--- src/verilog/ssp_pkg.sv ---
// Purpose: Shared constants for the sensor serial port host controller
// Assumes: 100 MHz system clock
// Notes: Timing figures kept in ns, cycle counts derived from them
package ssp_pkg;
	localparam int unsigned CLK_PERIOD_NS = 10;
	// Link clock limit: 5 MHz gives 200 ns period
	localparam int unsigned SCLK_MIN_PERIOD_NS = 200;
	localparam int unsigned SCLK_HALF_CYC = (SCLK_MIN_PERIOD_NS / 2 + CLK_PERIOD_NS - 1) / CLK_PERIOD_NS;
	// Select low to first falling edge
	localparam int unsigned DELAY_NS = 5;
	localparam int unsigned DELAY_CYC = (DELAY_NS + CLK_PERIOD_NS - 1) / CLK_PERIOD_NS;
	// Last rising edge to select high
	localparam int unsigned QUIET_NS = 5;
	localparam int unsigned QUIET_CYC = (QUIET_NS + CLK_PERIOD_NS - 1) / CLK_PERIOD_NS;
	// Select high time between transfers
	localparam int unsigned CS_DIS_NS = 150;
	localparam int unsigned CS_DIS_CYC = (CS_DIS_NS + CLK_PERIOD_NS - 1) / CLK_PERIOD_NS;
	// Command byte layout
	localparam int unsigned CMD_RW_BIT = 7;
	localparam int unsigned CMD_BURST_BIT = 6;
	localparam int unsigned ADDR_W = 6;
	localparam logic [7:0] CMD_RESET = 8'h00;
	// Wire-count select register and bit in the device
	localparam logic [5:0] FORMAT_REG_ADDR = 6'h31;
	localparam int unsigned FORMAT_WIRE_BIT = 6;
	typedef enum logic [2:0] {
		SSP_IDLE = 3'b000,
		SSP_SETUP = 3'b001,
		SSP_SHIFT = 3'b010,
		SSP_NEXT = 3'b011,
		SSP_QUIET = 3'b100,
		SSP_GAP = 3'b101
	} ssp_state_t;
endpackage : ssp_pkg

--- src/verilog/ssp_sync.sv ---
// Purpose: Two-flop synchroniser for one level
// Assumes: Input from another domain
// Notes: First stage read only by second
`timescale 1ns/1ps
`default_nettype none
module ssp_sync (
	input wire logic clk_sys,
	input wire logic rst_n,
	input wire logic ce,
	input wire logic din,
	output logic dout
);
	logic meta;
	// Two stages, reset to high as the data line idles pulled
	always_ff @(posedge clk_sys or negedge rst_n) begin
		if (!rst_n) begin
			meta <= 1'b1;
			dout <= 1'b1;
		end else if (ce) begin
			meta <= din;
			dout <= meta;
		end
	end
endmodule : ssp_sync
`default_nettype wire

--- src/verilog/ssp_clkdiv.sv ---
// Purpose: Tick generator for half periods of the serial clock
// Assumes: HALF >= 1
// Notes: Restarts on clear so every frame starts with a full half period
`timescale 1ns/1ps
`default_nettype none
module ssp_clkdiv #(
	parameter int unsigned HALF = 10
) (
	input wire logic clk_sys,
	input wire logic rst_n,
	input wire logic ce,
	input wire logic clr,
	output logic tick
);
	logic [15:0] cnt;
	// Count down one half period, pulse at zero
	always_ff @(posedge clk_sys or negedge rst_n) begin
		if (!rst_n) begin
			cnt <= 16'h0000;
			tick <= 1'b0;
		end else if (ce) begin
			if (clr || cnt == 16'h0000) begin
				cnt <= 16'(HALF - 1);
			end else begin
				cnt <= cnt - 16'h0001;
			end
			tick <= !clr && cnt == 16'h0000;
		end
	end
endmodule : ssp_clkdiv
`default_nettype wire

--- src/verilog/ssp_host.sv ---
// Purpose: Host-side controller driving the accelerometer serial port
// Assumes: Command port on clk_sys; device pins reached directly
// Notes: Serial clock made here by a divider, mode 3 framing
`timescale 1ns/1ps
`default_nettype none
module ssp_host #(
	parameter int unsigned SCLK_HALF = ssp_pkg::SCLK_HALF_CYC
) (
	input wire logic clk_sys,
	input wire logic rst_n,
	input wire logic ce,
	input wire logic mode_3wire,
	input wire logic cmd_valid,
	input wire logic cmd_read,
	input wire logic cmd_burst,
	input wire logic [5:0] cmd_addr,
	input wire logic [7:0] cmd_len,
	output logic cmd_ready,
	input wire logic [7:0] wr_data,
	output logic wr_take,
	output logic [7:0] rd_data,
	output logic rd_valid,
	output logic done,
	output logic cs_n,
	output logic sclk,
	output logic sdi,
	input wire logic sdo,
	input wire logic sdio_in,
	output logic sdio_out,
	output logic sdio_oe_n
);
	ssp_pkg::ssp_state_t state;
	logic tick;
	logic clr;
	logic [3:0] bitc;
	logic [7:0] left;
	logic [7:0] shreg;
	logic is_read;
	logic three;
	logic phase_cmd;
	logic [7:0] wait_cnt;
	logic sdo_s;
	logic sdio_s;
	logic rx_bit;
	// Edge strobes and hand-off qualifiers
	logic fall_tick;
	logic rise_tick;
	logic cmd_take;
	logic load_wr;

	// Both returning lines are pins, so both are synchronised
	ssp_sync u_sync_sdo (
		.clk_sys(clk_sys),
		.rst_n(rst_n),
		.ce(ce),
		.din(sdo),
		.dout(sdo_s)
	);
	ssp_sync u_sync_sdio (
		.clk_sys(clk_sys),
		.rst_n(rst_n),
		.ce(ce),
		.din(sdio_in),
		.dout(sdio_s)
	);

	// Divider runs only while shifting
	// Half period sets the link rate; too slow a rate starves fast output rates
	assign clr = (state != ssp_pkg::SSP_SHIFT);
	ssp_clkdiv #(
		.HALF(SCLK_HALF)
	) u_div (
		.clk_sys(clk_sys),
		.rst_n(rst_n),
		.ce(ce),
		.clr(clr),
		.tick(tick)
	);

	// Data source follows the wire count latched at frame start
	assign rx_bit = three ? sdio_s : sdo_s;

	// Frame sequencer
	always_ff @(posedge clk_sys or negedge rst_n) begin
		if (!rst_n) begin
			state <= ssp_pkg::SSP_IDLE;
			wait_cnt <= 8'h00;
			cs_n <= 1'b1;
			cmd_ready <= 1'b0;
			done <= 1'b0;
			is_read <= 1'b0;
			three <= 1'b0;
			left <= 8'h00;
		end else if (ce) begin
			done <= 1'b0;
			unique case (state)
				ssp_pkg::SSP_IDLE: begin
					cs_n <= 1'b1;
					cmd_ready <= 1'b1;
					if (cmd_valid && cmd_ready) begin
						cmd_ready <= 1'b0;
						is_read <= cmd_read;
						three <= mode_3wire;
						// Single byte unless the burst flag is set
						left <= cmd_burst ? cmd_len : 8'h01;
						cs_n <= 1'b0;
						wait_cnt <= 8'(ssp_pkg::DELAY_CYC);
						state <= ssp_pkg::SSP_SETUP;
					end
				end
				ssp_pkg::SSP_SETUP: begin
					if (wait_cnt <= 8'h01) begin
						state <= ssp_pkg::SSP_SHIFT;
					end else begin
						wait_cnt <= wait_cnt - 8'h01;
					end
				end
				ssp_pkg::SSP_SHIFT: begin
					if (tick && sclk == 1'b0 && bitc == 4'h7) begin
						state <= ssp_pkg::SSP_NEXT;
					end
				end
				ssp_pkg::SSP_NEXT: begin
					// In burst mode each byte after the command steps the device pointer
					if (!phase_cmd && left <= 8'h01) begin
						wait_cnt <= 8'(ssp_pkg::QUIET_CYC);
						state <= ssp_pkg::SSP_QUIET;
					end else begin
						if (!phase_cmd) begin
							left <= left - 8'h01;
						end
						state <= ssp_pkg::SSP_SHIFT;
					end
				end
				ssp_pkg::SSP_QUIET: begin
					if (wait_cnt <= 8'h01) begin
						// Whole bytes only, so no partial byte is ever framed
						cs_n <= 1'b1;
						wait_cnt <= 8'(ssp_pkg::CS_DIS_CYC);
						state <= ssp_pkg::SSP_GAP;
					end else begin
						wait_cnt <= wait_cnt - 8'h01;
					end
				end
				ssp_pkg::SSP_GAP: begin
					if (wait_cnt <= 8'h01) begin
						done <= 1'b1;
						state <= ssp_pkg::SSP_IDLE;
					end else begin
						wait_cnt <= wait_cnt - 8'h01;
					end
				end
				default: begin
					cs_n <= 1'b1;
					state <= ssp_pkg::SSP_IDLE;
				end
			endcase
		end
	end

	// Serial clock: idle high, toggled by divider ticks while shifting
	always_ff @(posedge clk_sys or negedge rst_n) begin
		if (!rst_n) begin
			sclk <= 1'b1;
		end else if (ce) begin
			if (state == ssp_pkg::SSP_SHIFT && tick) begin
				sclk <= ~sclk;
			end else if (state != ssp_pkg::SSP_SHIFT) begin
				sclk <= 1'b1;
			end
		end
	end

	// Divider ticks split by the serial clock edge that they make
	assign fall_tick = (state == ssp_pkg::SSP_SHIFT) && tick && sclk;
	assign rise_tick = (state == ssp_pkg::SSP_SHIFT) && tick && !sclk;
	assign cmd_take = (state == ssp_pkg::SSP_IDLE) && cmd_valid && cmd_ready;
	// Write byte loaded after the command and after every data byte but the last
	assign load_wr = !is_read && (phase_cmd || left > 8'h01);

	// Bit counter: counts rising edges, wraps after a whole byte
	always_ff @(posedge clk_sys or negedge rst_n) begin
		if (!rst_n) begin
			bitc <= 4'h0;
		end else if (ce) begin
			if (cmd_take) begin
				bitc <= 4'h0;
			end else if (rise_tick) begin
				// Wrap here so the sequencer sees seven on the last edge
				if (bitc == 4'h7) begin
					bitc <= 4'h0;
				end else begin
					bitc <= bitc + 4'h1;
				end
			end
		end
	end

	// Command phase flag: set for the first byte, cleared once it is out
	always_ff @(posedge clk_sys or negedge rst_n) begin
		if (!rst_n) begin
			phase_cmd <= 1'b1;
		end else if (ce) begin
			if (cmd_take) begin
				phase_cmd <= 1'b1;
			end else if (state == ssp_pkg::SSP_NEXT) begin
				phase_cmd <= 1'b0;
			end
		end
	end

	// Shift register: loaded per byte, shifts in on every rising edge
	always_ff @(posedge clk_sys or negedge rst_n) begin
		if (!rst_n) begin
			shreg <= ssp_pkg::CMD_RESET;
		end else if (ce) begin
			if (cmd_take) begin
				// Command byte, MSB first
				shreg <= {cmd_read, cmd_burst, cmd_addr};
			end else if (rise_tick) begin
				// Bits returned during a write land here and are never used
				shreg <= {shreg[6:0], rx_bit};
			end else if (state == ssp_pkg::SSP_NEXT) begin
				if (load_wr) begin
					shreg <= wr_data;
				end else begin
					// Ones keep the input line quiet while a read shifts in
					shreg <= 8'hff;
				end
			end
		end
	end

	// Outgoing bit changes only on falling edges, so it is steady at each rise
	always_ff @(posedge clk_sys or negedge rst_n) begin
		if (!rst_n) begin
			sdi <= 1'b1;
			sdio_out <= 1'b1;
		end else if (ce) begin
			if (fall_tick) begin
				sdi <= shreg[7];
				sdio_out <= shreg[7];
			end
		end
	end

	// Shared line: driven in 3-wire mode except while read data comes back
	always_ff @(posedge clk_sys or negedge rst_n) begin
		if (!rst_n) begin
			sdio_oe_n <= 1'b1;
		end else if (ce) begin
			if (fall_tick) begin
				// Turnaround on the same falling edge the device starts on
				sdio_oe_n <= !three || (is_read && !phase_cmd);
			end else if (state == ssp_pkg::SSP_QUIET) begin
				sdio_oe_n <= 1'b1;
			end
		end
	end

	// Write hand-off: one pulse per data byte taken from wr_data
	always_ff @(posedge clk_sys or negedge rst_n) begin
		if (!rst_n) begin
			wr_take <= 1'b0;
		end else if (ce) begin
			wr_take <= (state == ssp_pkg::SSP_NEXT) && load_wr;
		end
	end

	// Read byte: completed on the eighth rising edge of a data byte
	always_ff @(posedge clk_sys or negedge rst_n) begin
		if (!rst_n) begin
			rd_data <= 8'h00;
			rd_valid <= 1'b0;
		end else if (ce) begin
			rd_valid <= 1'b0;
			// Last bit is taken straight from the synchronised line
			if (rise_tick && bitc == 4'h7 && is_read && !phase_cmd) begin
				rd_data <= {shreg[6:0], rx_bit};
				rd_valid <= 1'b1;
			end
		end
	end
endmodule : ssp_host
`default_nettype wire

--- config.mk ---
export PLATFORM = sky130hd
export DESIGN_NAME = ssp_host
export DESIGN_NICKNAME = d
export VERILOG_FILES = /design/src/verilog/ssp_pkg.sv /design/src/verilog/ssp_sync.sv /design/src/verilog/ssp_clkdiv.sv /design/src/verilog/ssp_host.sv
export SDC_FILE = /design/constraint.sdc
export NUM_CORES = 1
export LEC_CHECK = 0
export ABC_CLOCK_PERIOD_IN_PS = 2360
export BUFFER_PORTS_ARGS = -buffer_cell sky130_fd_sc_hd__buf_2
export CAP_MARGIN = 20
export CORE_AREA = 2 2 91 93
export DETAILED_ROUTE_END_ITERATION = 8
export DIE_AREA = 0 0 93 95
export PLACE_DENSITY = 0.71
export SETUP_SLACK_MARGIN = 0.3
export SKIP_LAST_GASP = 1
export SLEW_MARGIN = 20
export SYNTH_ARGS = -nofsm -noshare
export SYNTH_HDL_FRONTEND = slang
export SYNTH_SLANG_ARGS = --single-unit
--- constraint.sdc ---
create_clock -name clk_sys -period 2.36 [get_ports clk_sys]
set_input_delay 0.472 -clock clk_sys [delete_from_list [all_inputs] [get_ports clk_sys]]
set_output_delay 0.472 -clock clk_sys [all_outputs]
set_load 0.01 [all_outputs]
# After elaboration in Yosys (flattened, before gate mapping)
# Cells that the tools add are included.
[word_totals]
mem_bits_rw = 0
romBits = 0
latchBits = 0
out_inout_bits = 17
input_bits = 31
mem_count = 0
wordCells = 134
regBits = 71
[op_classes]
n_mul = 0
add_sub_neg = 4
div = 0
reduce_logical = 48
shifts = 0
muxes = 38
n_eq_ne = 16
n_bitwise = 2
order_cmp = 3
[op_table]
columns = ["op", "n"]
rows = [
  ["2-to-1 mux 8 bit", 12],
  ["case mux 8 bit (4 select lines)", 1],
  ["2-to-1 mux 3 bit", 6],
  ["inequality test 2 bit (second input constant)", 9],
  ["case mux 3 bit (6 select lines)", 1],
  ["less-or-equal comparator 8 x 1 -> 1 bit (second input constant)", 2],
  ["logical AND 1 bit", 16],
  ["zero test 16 bit", 1],
  ["2-to-1 mux 16 bit", 1],
  ["case mux 8 bit (2 select lines)", 1],
  ["AND reduction 2 bit", 8],
  ["subtractor 16 x 1 -> 16 bit (second input constant)", 1],
  ["subtractor 8 x 1 -> 8 bit (second input constant)", 2],
  ["2-to-1 mux 1 bit", 12],
  ["2-to-1 mux 4 bit", 3],
  ["AND reduction 5 bit", 2],
  ["nonzero test 2 bit", 5],
  ["> comparator 8 x 1 -> 1 bit (second input constant)", 1],
  ["== test 3 x 2 -> 1 bit (second input constant)", 2],
  ["== test 3 bit (second input constant)", 2],
  ["AND reduction 3 bit", 2],
  ["AND reduction 6 bit", 1],
  ["zero test 1 bit", 5],
  ["adder 4 x 1 -> 4 bit (second input constant)", 1],
  ["other kinds (11)", 14],
]

# Logic depth before layout (Yosys ltp)
# Gate-level depths: netlist of run 1.
[logic_depth]
ltp_word = 7
mapped_depth = 9

# Hierarchy
# Synthesis of run 1 repeated with hierarchy kept, for this count alone.
[hier_totals]
cells_unflattened = 398
hier_area_um2 = 3865.0
[modules_own_cells]
columns = ["mod", "n_inst", "area_per_inst_um2", "cells_each"]
rows = [
  ["ssp_host", 1, 2760.1, 295],
  ["ssp_clkdiv", 1, 954.7, 95],
  ["ssp_sync", 2, 75.1, 4],
]

# Least setup slack after synthesis of run 1
# Ideal clock, no wire load.
[synth_timing]
path_type = "reg2reg"
start = "reg wait_cnt[0]"
end = "reg wait_cnt[5]"
arrival_ps = 2062
path_stages_with_launch = 9
path_slack_ps = 220
path_buffers = 1
path_cell_list = "dfrtp_1 inv_1 ha_1 or2_1 and4_1 or3_1 buf_2 or4_1 a21oi_1"
[synth_between]
elab_chain_cells = 3
[synth_lines]
columns = ["item", "line", "text"]
rows = [
  ["from (decl)", "ssp_host.sv:41", "logic [7:0] wait_cnt;"],
  ["from (signal assigned)", "ssp_host.sv:107", "wait_cnt <= 8'(ssp_pkg::DELAY_CYC);"],
  ["from (signal assigned)", "ssp_host.sv:115", "wait_cnt <= wait_cnt - 8'h01;"],
  ["from (signal assigned)", "ssp_host.sv:126", "wait_cnt <= 8'(ssp_pkg::QUIET_CYC);"],
  ["subtractor 8 x 1 -> 8 bit / less-or-equal comparator 8 x 1 -> 1 bit (equally long branches)", "n/a", ""],
  ["2-to-1 mux 8 bit, or another cell as far along", "ssp_host.sv:112, ssp_host.sv:146", ""],
  ["case mux 8 bit (4 select lines) / AND reduction 5 bit (equally long branches)", "n/a", ""],
]
# Several ways; a longest one is shown, not always the timed one. The select of a mux whose other input is x is not followed.
# A chain may end at the register's enable or synchronous reset.

# Final worst setup path of run 1
[layout_timing]
start = "reg wait_cnt[0]"
end = "reg wait_cnt[7]"
# Same word-level chain as after synthesis.

==> results of run 1 <==
## through the flow
stage	power (mW)	hold slack [ns]	setup WS [ns]	std cells	util, %
6_report	4.961	0.1240	0.3115	558	57.32
3_3_place_gp	3.720	0.4789	0.2694	535	53.03
3_5_place_dp	3.804	0.4889	0.1795	535	53.03
4_1_cts	4.868	0.1486	0.3011	558	56.57
2_1_floorplan	3.332	0.1764	0.3033	387	-
5_1_grt	5.310	0.1563	0.2422	558	57.32
## metal layers
layer	part of all wire (%)	GRT usage (%)	routed length (um)	vias up
met4	1.5	7.598	129	0
met5	0	0	0	-
met3	4.3	5.108	370	10
met2	48	33.15	4150	66
li1	-	-	-	1529
met1	46	26.69	3917	1521
## worst paths after layout
check | cells past startpoint | to | from
min reg2reg | 1 | rd_valid$_DFFE_PN0P_ | rd_valid$_DFFE_PN0P_
min | 2 | left[5]$_DFFE_PN0P_ | rst_n
max | 7 | wait_cnt[7]$_DFFE_PN0P_ | wait_cnt[0]$_DFFE_PN0P_
min in group clk_sys | 2 | u_sync_sdio.meta$_DFFE_PN1P_ | sdio_in
max in group asynchronous | 2 | u_sync_sdio.meta$_DFFE_PN1P_ | rst_n
max reg2reg | 7 | wait_cnt[7]$_DFFE_PN0P_ | wait_cnt[0]$_DFFE_PN0P_
## placed cells by master, fill, tap and decap left out, types with 3 or more instances in the layout
cell type / netlist / layout
a32o_1: 3 / 3
nor2_1: 51 / 51
clkbuf_8: 0 / 9
buf_4: 2 / 25
nor2b_1: 6 / 6
a21oi_1: 17 / 15
o221ai_1: 8 / 7
dfrtp_1: 62 / 61
a22o_1: 6 / 6
nor3b_1: 4 / 4
mux2_2: 18 / 18
nor4_1: 6 / 5
xor2_1: 4 / 4
xnor2_1: 8 / 8
o21ai_0: 26 / 25
inv_2: 0 / 4
nand3_1: 6 / 5
dfstp_2: 9 / 9
nand2_1: 27 / 26
a31oi_1: 16 / 16
nor3_1: 10 / 10
and3_1: 5 / 4
inv_1: 13 / 9
ha_1: 7 / 5
buf_2: 5 / 47
clkinv_2: 0 / 3
nand2b_1: 4 / 4
o31ai_2: 1 / 3
nand4_1: 3 / 3
## power by group through the flow
stage,logic [mW],clock network [mW],registers (mW)
6_report,2.00,0.967,1.99
5_1_grt,2.25,1.02,2.04
4_1_cts,1.95,0.964,1.96
3_5_place_dp,1.82,0,1.98
3_3_place_gp,1.76,0,1.96
2_1_floorplan,1.47,0,1.86
## state kept, by name (all words and copies together) (netlist names)
name,cells
phase_cmd,1
u_div.cnt,16
done,1
wr_take,1
sdio_out,1
u_sync_sdo.meta,1
state,3
rd_valid,1
cs_n,1
left,8
sdio_oe_n,1
bitc,4
cmd_ready,1
shreg,8
u_sync_sdo.dout,1
is_read,1
sclk,1
u_sync_sdio.dout,1
rd_data,8
wait_cnt,8
u_div.tick,1
three,1
u_sync_sdio.meta,1
## cell type report
class | instances | area share, %
multi-input combinational | 281 | 42.84
inverter | 13 | 1.074
tap | 105 | 2.891
clock buffer | 9 | 2.726
timing repair buffer | 73 | 9.747
sequential | 71 | 39.37
clock inverter | 6 | 1.349
## kinds of logic (layout without fill, tap and decap cells)
logic type,after synthesis,after routing,synth area share (%)
AND/OR/NAND/NOR,145,145,19.73
AO/OA/AOI/OAI,98,98,18.11
flip-flops,71,71,47.22
buffers and inverters,35,101,4.230
multiplexers,19,19,5.618
XOR/XNOR,12,12,2.776
adder cells (fa/ha/maj),7,7,2.313
## worst max-delay path: stages, from the launching register on
cell     delay, ns
dfrtp_1       0.39
inv_2         0.07
ha_4          0.15
or2_4         0.25
and4_1        0.21
or3_4         0.35
or4_4         0.42
a21oi_2       0.14
## repair_timing
item                       in CTS  in global routing
setup endpoints to repair      21                 36
pin swaps                       4                  1
setup buffers                   8                  0
gates resized for setup         7                 17
==> impl_metrics.yaml, run 1 <==
flow_run:
  drv_cap: 0
sta:
  final.period_utilization_pct: 86.80
  final.setup_skew_ns: 0.009063
  tightest_slew_ns: 0.5003
  rsz0062_at_grt: "true"
  timing.fmax_mhz: 488.2
  hold_viol: 0
  slew_headroom_pct: 66.30
  setup_viol: 0
  finalWorstPathRequiredPeriod_ns: 2.049
  drv_slew: 0
  tns_ns: 0
logic_synthesis:
  synth_edf_count: 0
  ys_types: 64
  synth_cells: 387
  async_flop_share_pct: 100.0
  synth_area_um2: 3786
  yosysWarnings: 0
  avgSynthCellArea_um2: 9.783
  synth_commonest_cells: "62 x dfrtp_1, 51 x nor2_1, 27 x nand2_1"
  synth_top_cell_by_area: "dfrtp_1"
  ys_seq_elements: 71
  ys.flop_type: "dfrtp_1"
  synth_area_leaders: "dfrtp_1 41%, dfstp_2 6.2%, mux2_2 5.4%, nor2_1 5.1%, o21ai_0 3.4%"
  synth_top_area_share_pct: 40.98
  syn_nets: 425
  synth_most_common_cell: "dfrtp_1"
  yosysSeqAreaShare_pct: 47.22
power_and_ir_drop:
  powerDensity_nw_per_um2: 1092
  seqPwrFrac_pct: 40.1
  ir_drop_v: 0.0004451
  p_clk_share_pct: 19.5
  intPower_mw: 3.003
  p_switching_mw: 1.958
  p_leak_nw: 2.014
  combPwrFrac_pct: 40.4
  switching_share_pct: 39.47
global_route:
  globalRouteOverflowTotal: 0
  grt_pass1_vias: 3051
  antenna_found_initial: 0
  track_usage_pct: 20.46
  grt_max_degree: 72
  grt_pass1_wl_um: 14260
placement:
  post-dp-hpwl_um: 5904
  place_congestion: 0.8391
  place_area_um2: 4204
  portBuffers: 47
critical_path:
  start_kind: "register"
  criticalPathCategory: "register to register"
  worstPathRequired_ns: 2.65
  cp.arrival_ns: 2.34
  cp-end-kind: "register"
  reg2reg_slack_ns: 0.31
  crit_fanout: 4
finish:
  multiInputGateArea_um2: 1947
  n_antenna_cell: 0
  register_area_um2: 1789
  nets: 487
  stdcell_area_um2: 4544
  fillers: 693
  drive_gt1_share_pct: 33.11
  area_growth_syn_to_layout_pct: 20.03
clock_tree:
  cts.sinks: 71
  cts_tree: "built"
  numCtsBuffers: 9
  cts_root_buf: "clkbuf_8"
  hold_buffers: 0
  clockBufferDepth: 2
  path_clk_slew_ns: 0.08
  insertion_delay_ns: 0.36
  h-tree-depth: 3
routing:
  drt-initial-drc-count: 192
  vias: 3126
  drc_errors: 0
  routed_wl_um: 8568
  via_per_inst: 5.602
  routedWlPerCell_um: 15.35
  ant_nets: 0
  dr.pass1.iters: 4
floorplan:
  start_util_pct: 47.76
  num_rows: 33
  die_height_um: 95
  io_pins: 48
  die_w_um: 93
  die_area_um2: 8835
  coreArea_um2: 7928
min_path:
  hp-class: "input pin to async pin"
run_status:
  status: "complete, no violations"
No activity file was read; power rests on OpenSTA's default activity.
==> run 2: changes to the inputs <==
CORE_AREA = 2 2 89 91   (was 2 2 91 93)
DIE_AREA = 0 0 91 93   (was 0 0 93 95)
PLACE_DENSITY = 0.74   (was 0.71)
==> run 2 against run 1 <==
Compared with the run above: sequential power about the same; combinational power rose by 4%; design area up 0.72%; register-to-register slack better by 0.02 ns; critical path depth unchanged.
==> impl_metrics.yaml, run 2 (synthesis results as in run 1) <==
finish:
  drive_gt1_share_pct: 32.68
  fillers: 650
  largest_reg_flops: 16
  n_antenna_cell: 0
  largest-register: "u_div.cnt"
  area_growth_syn_to_layout_pct: 20.89
  mostFrequentLayoutCell: "dfrtp_1"
  nets: 489
  layout_common_cells: "60 x dfrtp_1, 51 x nor2_1, 47 x buf_2"
global_route:
  track_usage_pct: 20.83
  grt_pass1_vias: 2989
  antenna_found_initial: 0
  globalRouteOverflowTotal: 0
  grt_pass1_wl_um: 14170
  grt_max_degree: 72
clock_tree:
  path_clk_slew_ns: 0.08
  numCtsBuffers: 9
  cts.sinks: 71
  hold_buffers: 0
  clockBufferDepth: 2
  cts_tree: "built"
  h-tree-depth: 3
  insertion_delay_ns: 0.35
  cts_root_buf: "clkbuf_8"
floorplan:
  die_w_um: 91
  coreArea_um2: 7527
  die_area_um2: 8463
  start_util_pct: 50.30
  num_rows: 32
  io_pins: 48
  die_height_um: 93
critical_path:
  start_kind: "register"
  cp-end-kind: "register"
  reg2reg_depth: 7
  crit_fanout: 5
  r2r-end: "wait_cnt[7]$_DFFE_PN0P_"
  criticalPathCategory: "register to register"
  worstPathRequired_ns: 2.64
  reg2reg_from: "wait_cnt[1]$_DFFE_PN0P_"
  cp.arrival_ns: 2.30
  reg2reg_slack_ns: 0.34
run_status:
  status: "complete, no violations"
sta:
  final.period_utilization_pct: 85.74
  hold-worst-slack_ns: 0.1345
  setup_viol: 0
  slew_headroom_pct: 66.64
  finalWorstSetupSlack_ns: 0.3365
  final.setup_skew_ns: 0.008766
  finalWorstPathRequiredPeriod_ns: 2.024
  hold_viol: 0
  drv_slew: 0
  timing.fmax_mhz: 494.2
  tightest_slew_ns: 0.4951
  tns_ns: 0
  rsz0062_at_grt: "true"
routing:
  drc_errors: 0
  ant_nets: 0
  routed_wl_um: 8663
  wl_met3_um: 271
  highest_layer: "met4"
  via_per_inst: 5.710
  wl_met1_um: 3952
  wl_met2_um: 4302
  dr.pass1.iters: 5
  vias: 3186
  drt-initial-drc-count: 156
  routedWlPerCell_um: 15.53
power_and_ir_drop:
  totalPowerFinal_mw: 5.147
  powerDensity_nw_per_um2: 1125
  p_leak_nw: 2.029
  ir_drop_v: 0.0006351
flow_run:
  drv_cap: 0
placement:
  post-dp-hpwl_um: 5701
  portBuffers: 47
  place_congestion: 0.8262
  dp_slack_ns: 0.1690
min_path:
  hp-class: "input pin to async pin"
==> run 2: changes by cell type in the layout (fill, tap and decap cells not counted), sizes merged <==
cell | previous run | this run
bufinv | 1 | 2
buf | 73 | 75
==> run 2: what timing repair did <==
action,CTS,global route
hold endpoints to repair,0,0
pin swaps,5,4
setup endpoints to repair,14,30
buffers inserted,6,5
gates cloned,0,0
gates resized for setup,6,13
==> run 2: worst max-delay path, cell delays in order, from the launching register on <==
cell and delay (ns):
dfrtp_1 0.35, inv_1 0.09, ha_2 0.18, or2_4 0.25, and4_1 0.16, or3_4 0.36, or4_4 0.42, a21oi_2 0.14
==> run 2: final cells by class <==
type | count | area [um2] | share of cell area [%]
Multi-Input combinational cell | 281 | 1933 | 42.24
Sequential cell | 71 | 1790 | 39.12
Clock buffer | 9 | 123.9 | 2.706
Timing Repair Buffer | 75 | 457.9 | 10.01
Inverter | 13 | 48.80 | 1.066
Tap cell | 102 | 127.6 | 2.788
Clock inverter | 7 | 95.09 | 2.078
==> run 2: stage by stage <==
step	cells	instance area (um2)	utilization, %
after floorplan	387	3824	-
after global routing	558	4577	60.80
after CTS	553	4483	59.56
after detailed placement	531	4193	55.70
final	558	4577	60.80
after global placement	531	4193	55.70
==> run 2: power by group <==
part / leakage, nW / switching, mW / internal, mW
Clock: 0.110 / 0.494 / 0.597
Combinational: 1.04 / 1.10 / 0.987
Sequential: 0.883 / 0.381 / 1.59
Total: 2.03 / 1.98 / 3.17
==> run 2: worst max path at each step <==
stage,start,cells past startpoint,endpoint
6_report,wait_cnt[1]$_DFFE_PN0P_,7,wait_cnt[7]$_DFFE_PN0P_
3_5_place_dp,wait_cnt[1]$_DFFE_PN0P_,7,wait_cnt[7]$_DFFE_PN0P_
4_1_cts,wait_cnt[0]$_DFFE_PN0P_,7,wait_cnt[5]$_DFFE_PN0P_
3_3_place_gp,wait_cnt[1]$_DFFE_PN0P_,7,wait_cnt[5]$_DFFE_PN0P_
2_1_floorplan,wait_cnt[1]$_DFFE_PN0P_,8,wait_cnt[5]$_DFFE_PN0P_
5_1_grt,wait_cnt[1]$_DFFE_PN0P_,7,wait_cnt[7]$_DFFE_PN0P_
==> run 2: layer usage <==
metal	vias up	global-route usage (%)
met5	-	0
li1	1543	-
met1	1566	28.16
met3	13	4.110
met2	64	33.52
met4	0	7.702
==> run 3: changes to the inputs <==
PLACE_DENSITY = unset   (was 0.74)
PLACE_DENSITY_LB_ADDON = 0.1   (was unset)
==> run 3 against run 2 <==
Compared with the run above: hold slack better by 0.0014 ns; via count shrank 0.69%; clock power about the same; wire length grew 0.69%; cell count is 0.72% lower; die area did not move; sequential cell count is the same.
==> impl_metrics.yaml, run 3 (synthesis results as in run 1) <==
global_route:
  globalRouteOverflowTotal: 0
  grt_pass1_vias: 3092
  met3_usage_pct: 4.996
  track_usage_pct: 21.21
  antenna_found_initial: 0
  use_met2_pct: 34.69
  use_met1_pct: 28.41
  grt_max_degree: 72
  grt_pass1_wl_um: 14390
  grt_busiest_layer: "met2"
critical_path:
  reg2reg_slack_ns: 0.30
  cp-end-kind: "register"
  crit_start: "wait_cnt[0]$_DFFE_PN0P_"
  crit_buf_inv: 0
  crit_path_max_incr_delay_ns: 0.43
  crit_family: "simple AND/OR/NAND/NOR gates"
  start_kind: "register"
  worstPathRequired_ns: 2.63
  critPathSlowestCell: "or4_4"
  crit_chain: "ha_2 > or2_1 > and4_1 > or3_4 > or4_4 > a21oi_2"
  r2r-end: "wait_cnt[7]$_DFFE_PN0P_"
  reg2reg_from: "wait_cnt[0]$_DFFE_PN0P_"
  crit_fanout: 5
  reg2reg_depth: 6
  cp.arrival_ns: 2.33
  criticalPathCategory: "register to register"
sta:
  timing.fmax_mhz: 486.3
  drv_slew: 0
  final.setup_skew_ns: 0.01056
  tightest_slew_ns: 0.5739
  hold-worst-slack_ns: 0.1359
  final.period_utilization_pct: 87.14
  tns_ns: 0
  finalWorstSetupSlack_ns: 0.3035
  slew_headroom_pct: 61.65
  rsz0062_at_grt: "true"
  finalWorstPathRequiredPeriod_ns: 2.057
  hold_viol: 0
  setup_viol: 0
power_and_ir_drop:
  ir_drop_v: 0.0006163
  seqPwrFrac_pct: 38.4
  p_clk_share_pct: 21.8
  switching_share_pct: 38.15
  intPower_mw: 3.178
  combPwrFrac_pct: 39.7
  p_switching_mw: 1.960
  powerDensity_nw_per_um2: 1121
  p_leak_nw: 2.015
routing:
  ant_nets: 0
  routed_wl_um: 8723
  vias: 3164
  routedWlPerCell_um: 15.75
  drt-initial-drc-count: 130
  drc_errors: 0
  dr.pass1.iters: 4
  via_per_inst: 5.711
finish:
  largest-register: "u_div.cnt"
  nets: 485
  layout_common_cells: "60 x dfrtp_1, 51 x nor2_1, 47 x buf_2"
  fin_util_pct: 60.89
  drive_gt1_share_pct: 32.30
  largest_reg_flops: 16
  n_antenna_cell: 0
  mostFrequentLayoutCell: "dfrtp_1"
  area_growth_syn_to_layout_pct: 21.05
  final_cell_count_no_fill: 554
placement:
  post-dp-hpwl_um: 5841
  portBuffers: 47
  place_congestion: 0.8874
  dp_slack_ns: 0.2013
  dp_cells: 529
clock_tree:
  clockBufferDepth: 2
  insertion_delay_ns: 0.34
  cts.sinks: 71
  hold_buffers: 0
  numCtsBuffers: 9
  path_clk_slew_ns: 0.08
  cts_root_buf: "clkbuf_8"
  h-tree-depth: 3
  cts_tree: "built"
floorplan:
  die_w_um: 91
  io_pins: 48
  start_util_pct: 50.30
  die_height_um: 93
  die_area_um2: 8463
  coreArea_um2: 7527
  num_rows: 32
run_status:
  status: "complete, no violations"
flow_run:
  drv_cap: 0
min_path:
  hp-class: "input pin to async pin"
==> run 3: cell types whose count changed in the layout (fill, tap and decap cells not counted), sizes merged <==
cell / change
buf: -4
clkbuf: +2
clkinv: -2
clkinvlp: +1
inv: -1
==> run 3: power groups by stage <==
stage	combinational (mW)	clock, mW	sequential (mW)
final	2.04	1.12	1.97
after global routing	2.27	1.21	2.03
after CTS	1.92	1.15	1.95
after detailed placement	1.81	0	1.98
after global placement	1.78	0	1.96
after floorplan	1.47	0	1.86
==> run 3: worst max path at each step <==
| stage | endpoint | slack [ns] | depth (start not counted) |
|---|---|---|---|
| 2_1_floorplan | wait_cnt[5]$_DFFE_PN0P_ | 0.30 | 8 |
| 3_3_place_gp | shreg[0]$_DFFE_PN0P_ | 0.26 | 7 |
| 3_5_place_dp | shreg[0]$_DFFE_PN0P_ | 0.20 | 7 |
| 4_1_cts | wait_cnt[7]$_DFFE_PN0P_ | 0.27 | 7 |
| 5_1_grt | wait_cnt[5]$_DFFE_PN0P_ | 0.25 | 7 |
| 6_report | wait_cnt[7]$_DFFE_PN0P_ | 0.30 | 6 |
==> run 3: metrics by stage <==
stage	cell area (um2)	total power, mW
finish	4583	5.138
global route	4583	5.507
CTS	4501	5.026
detailed placement	4178	3.790
global placement	4178	3.738
floorplan	3824	3.332
==> run 3: what timing repair did <==
action / 4_1_cts / 5_1_grt
setup buffers: 7 / 2
setup endpoints to repair: 24 / 40
pin swaps: 4 / 6
gates cloned: 0 / 0
gates resized for setup: 9 / 14
==> run 3: area by class of cell <==
class	count	area, um2
inverter	13	48.80
sequential	71	1790
clock buffer	11	151.4
multi-input combinational	281	1957
clock inverter	5	80.08
timing repair buffer	71	427.9
tap	102	127.6
fill	674	2944
==> run 3: per-layer routing <==
layer	wire [um]	vias to the layer above
li1	-	1529
met1	4105	1570
met2	4264	60
met3	302	5
met4	50	0
met5	0	-
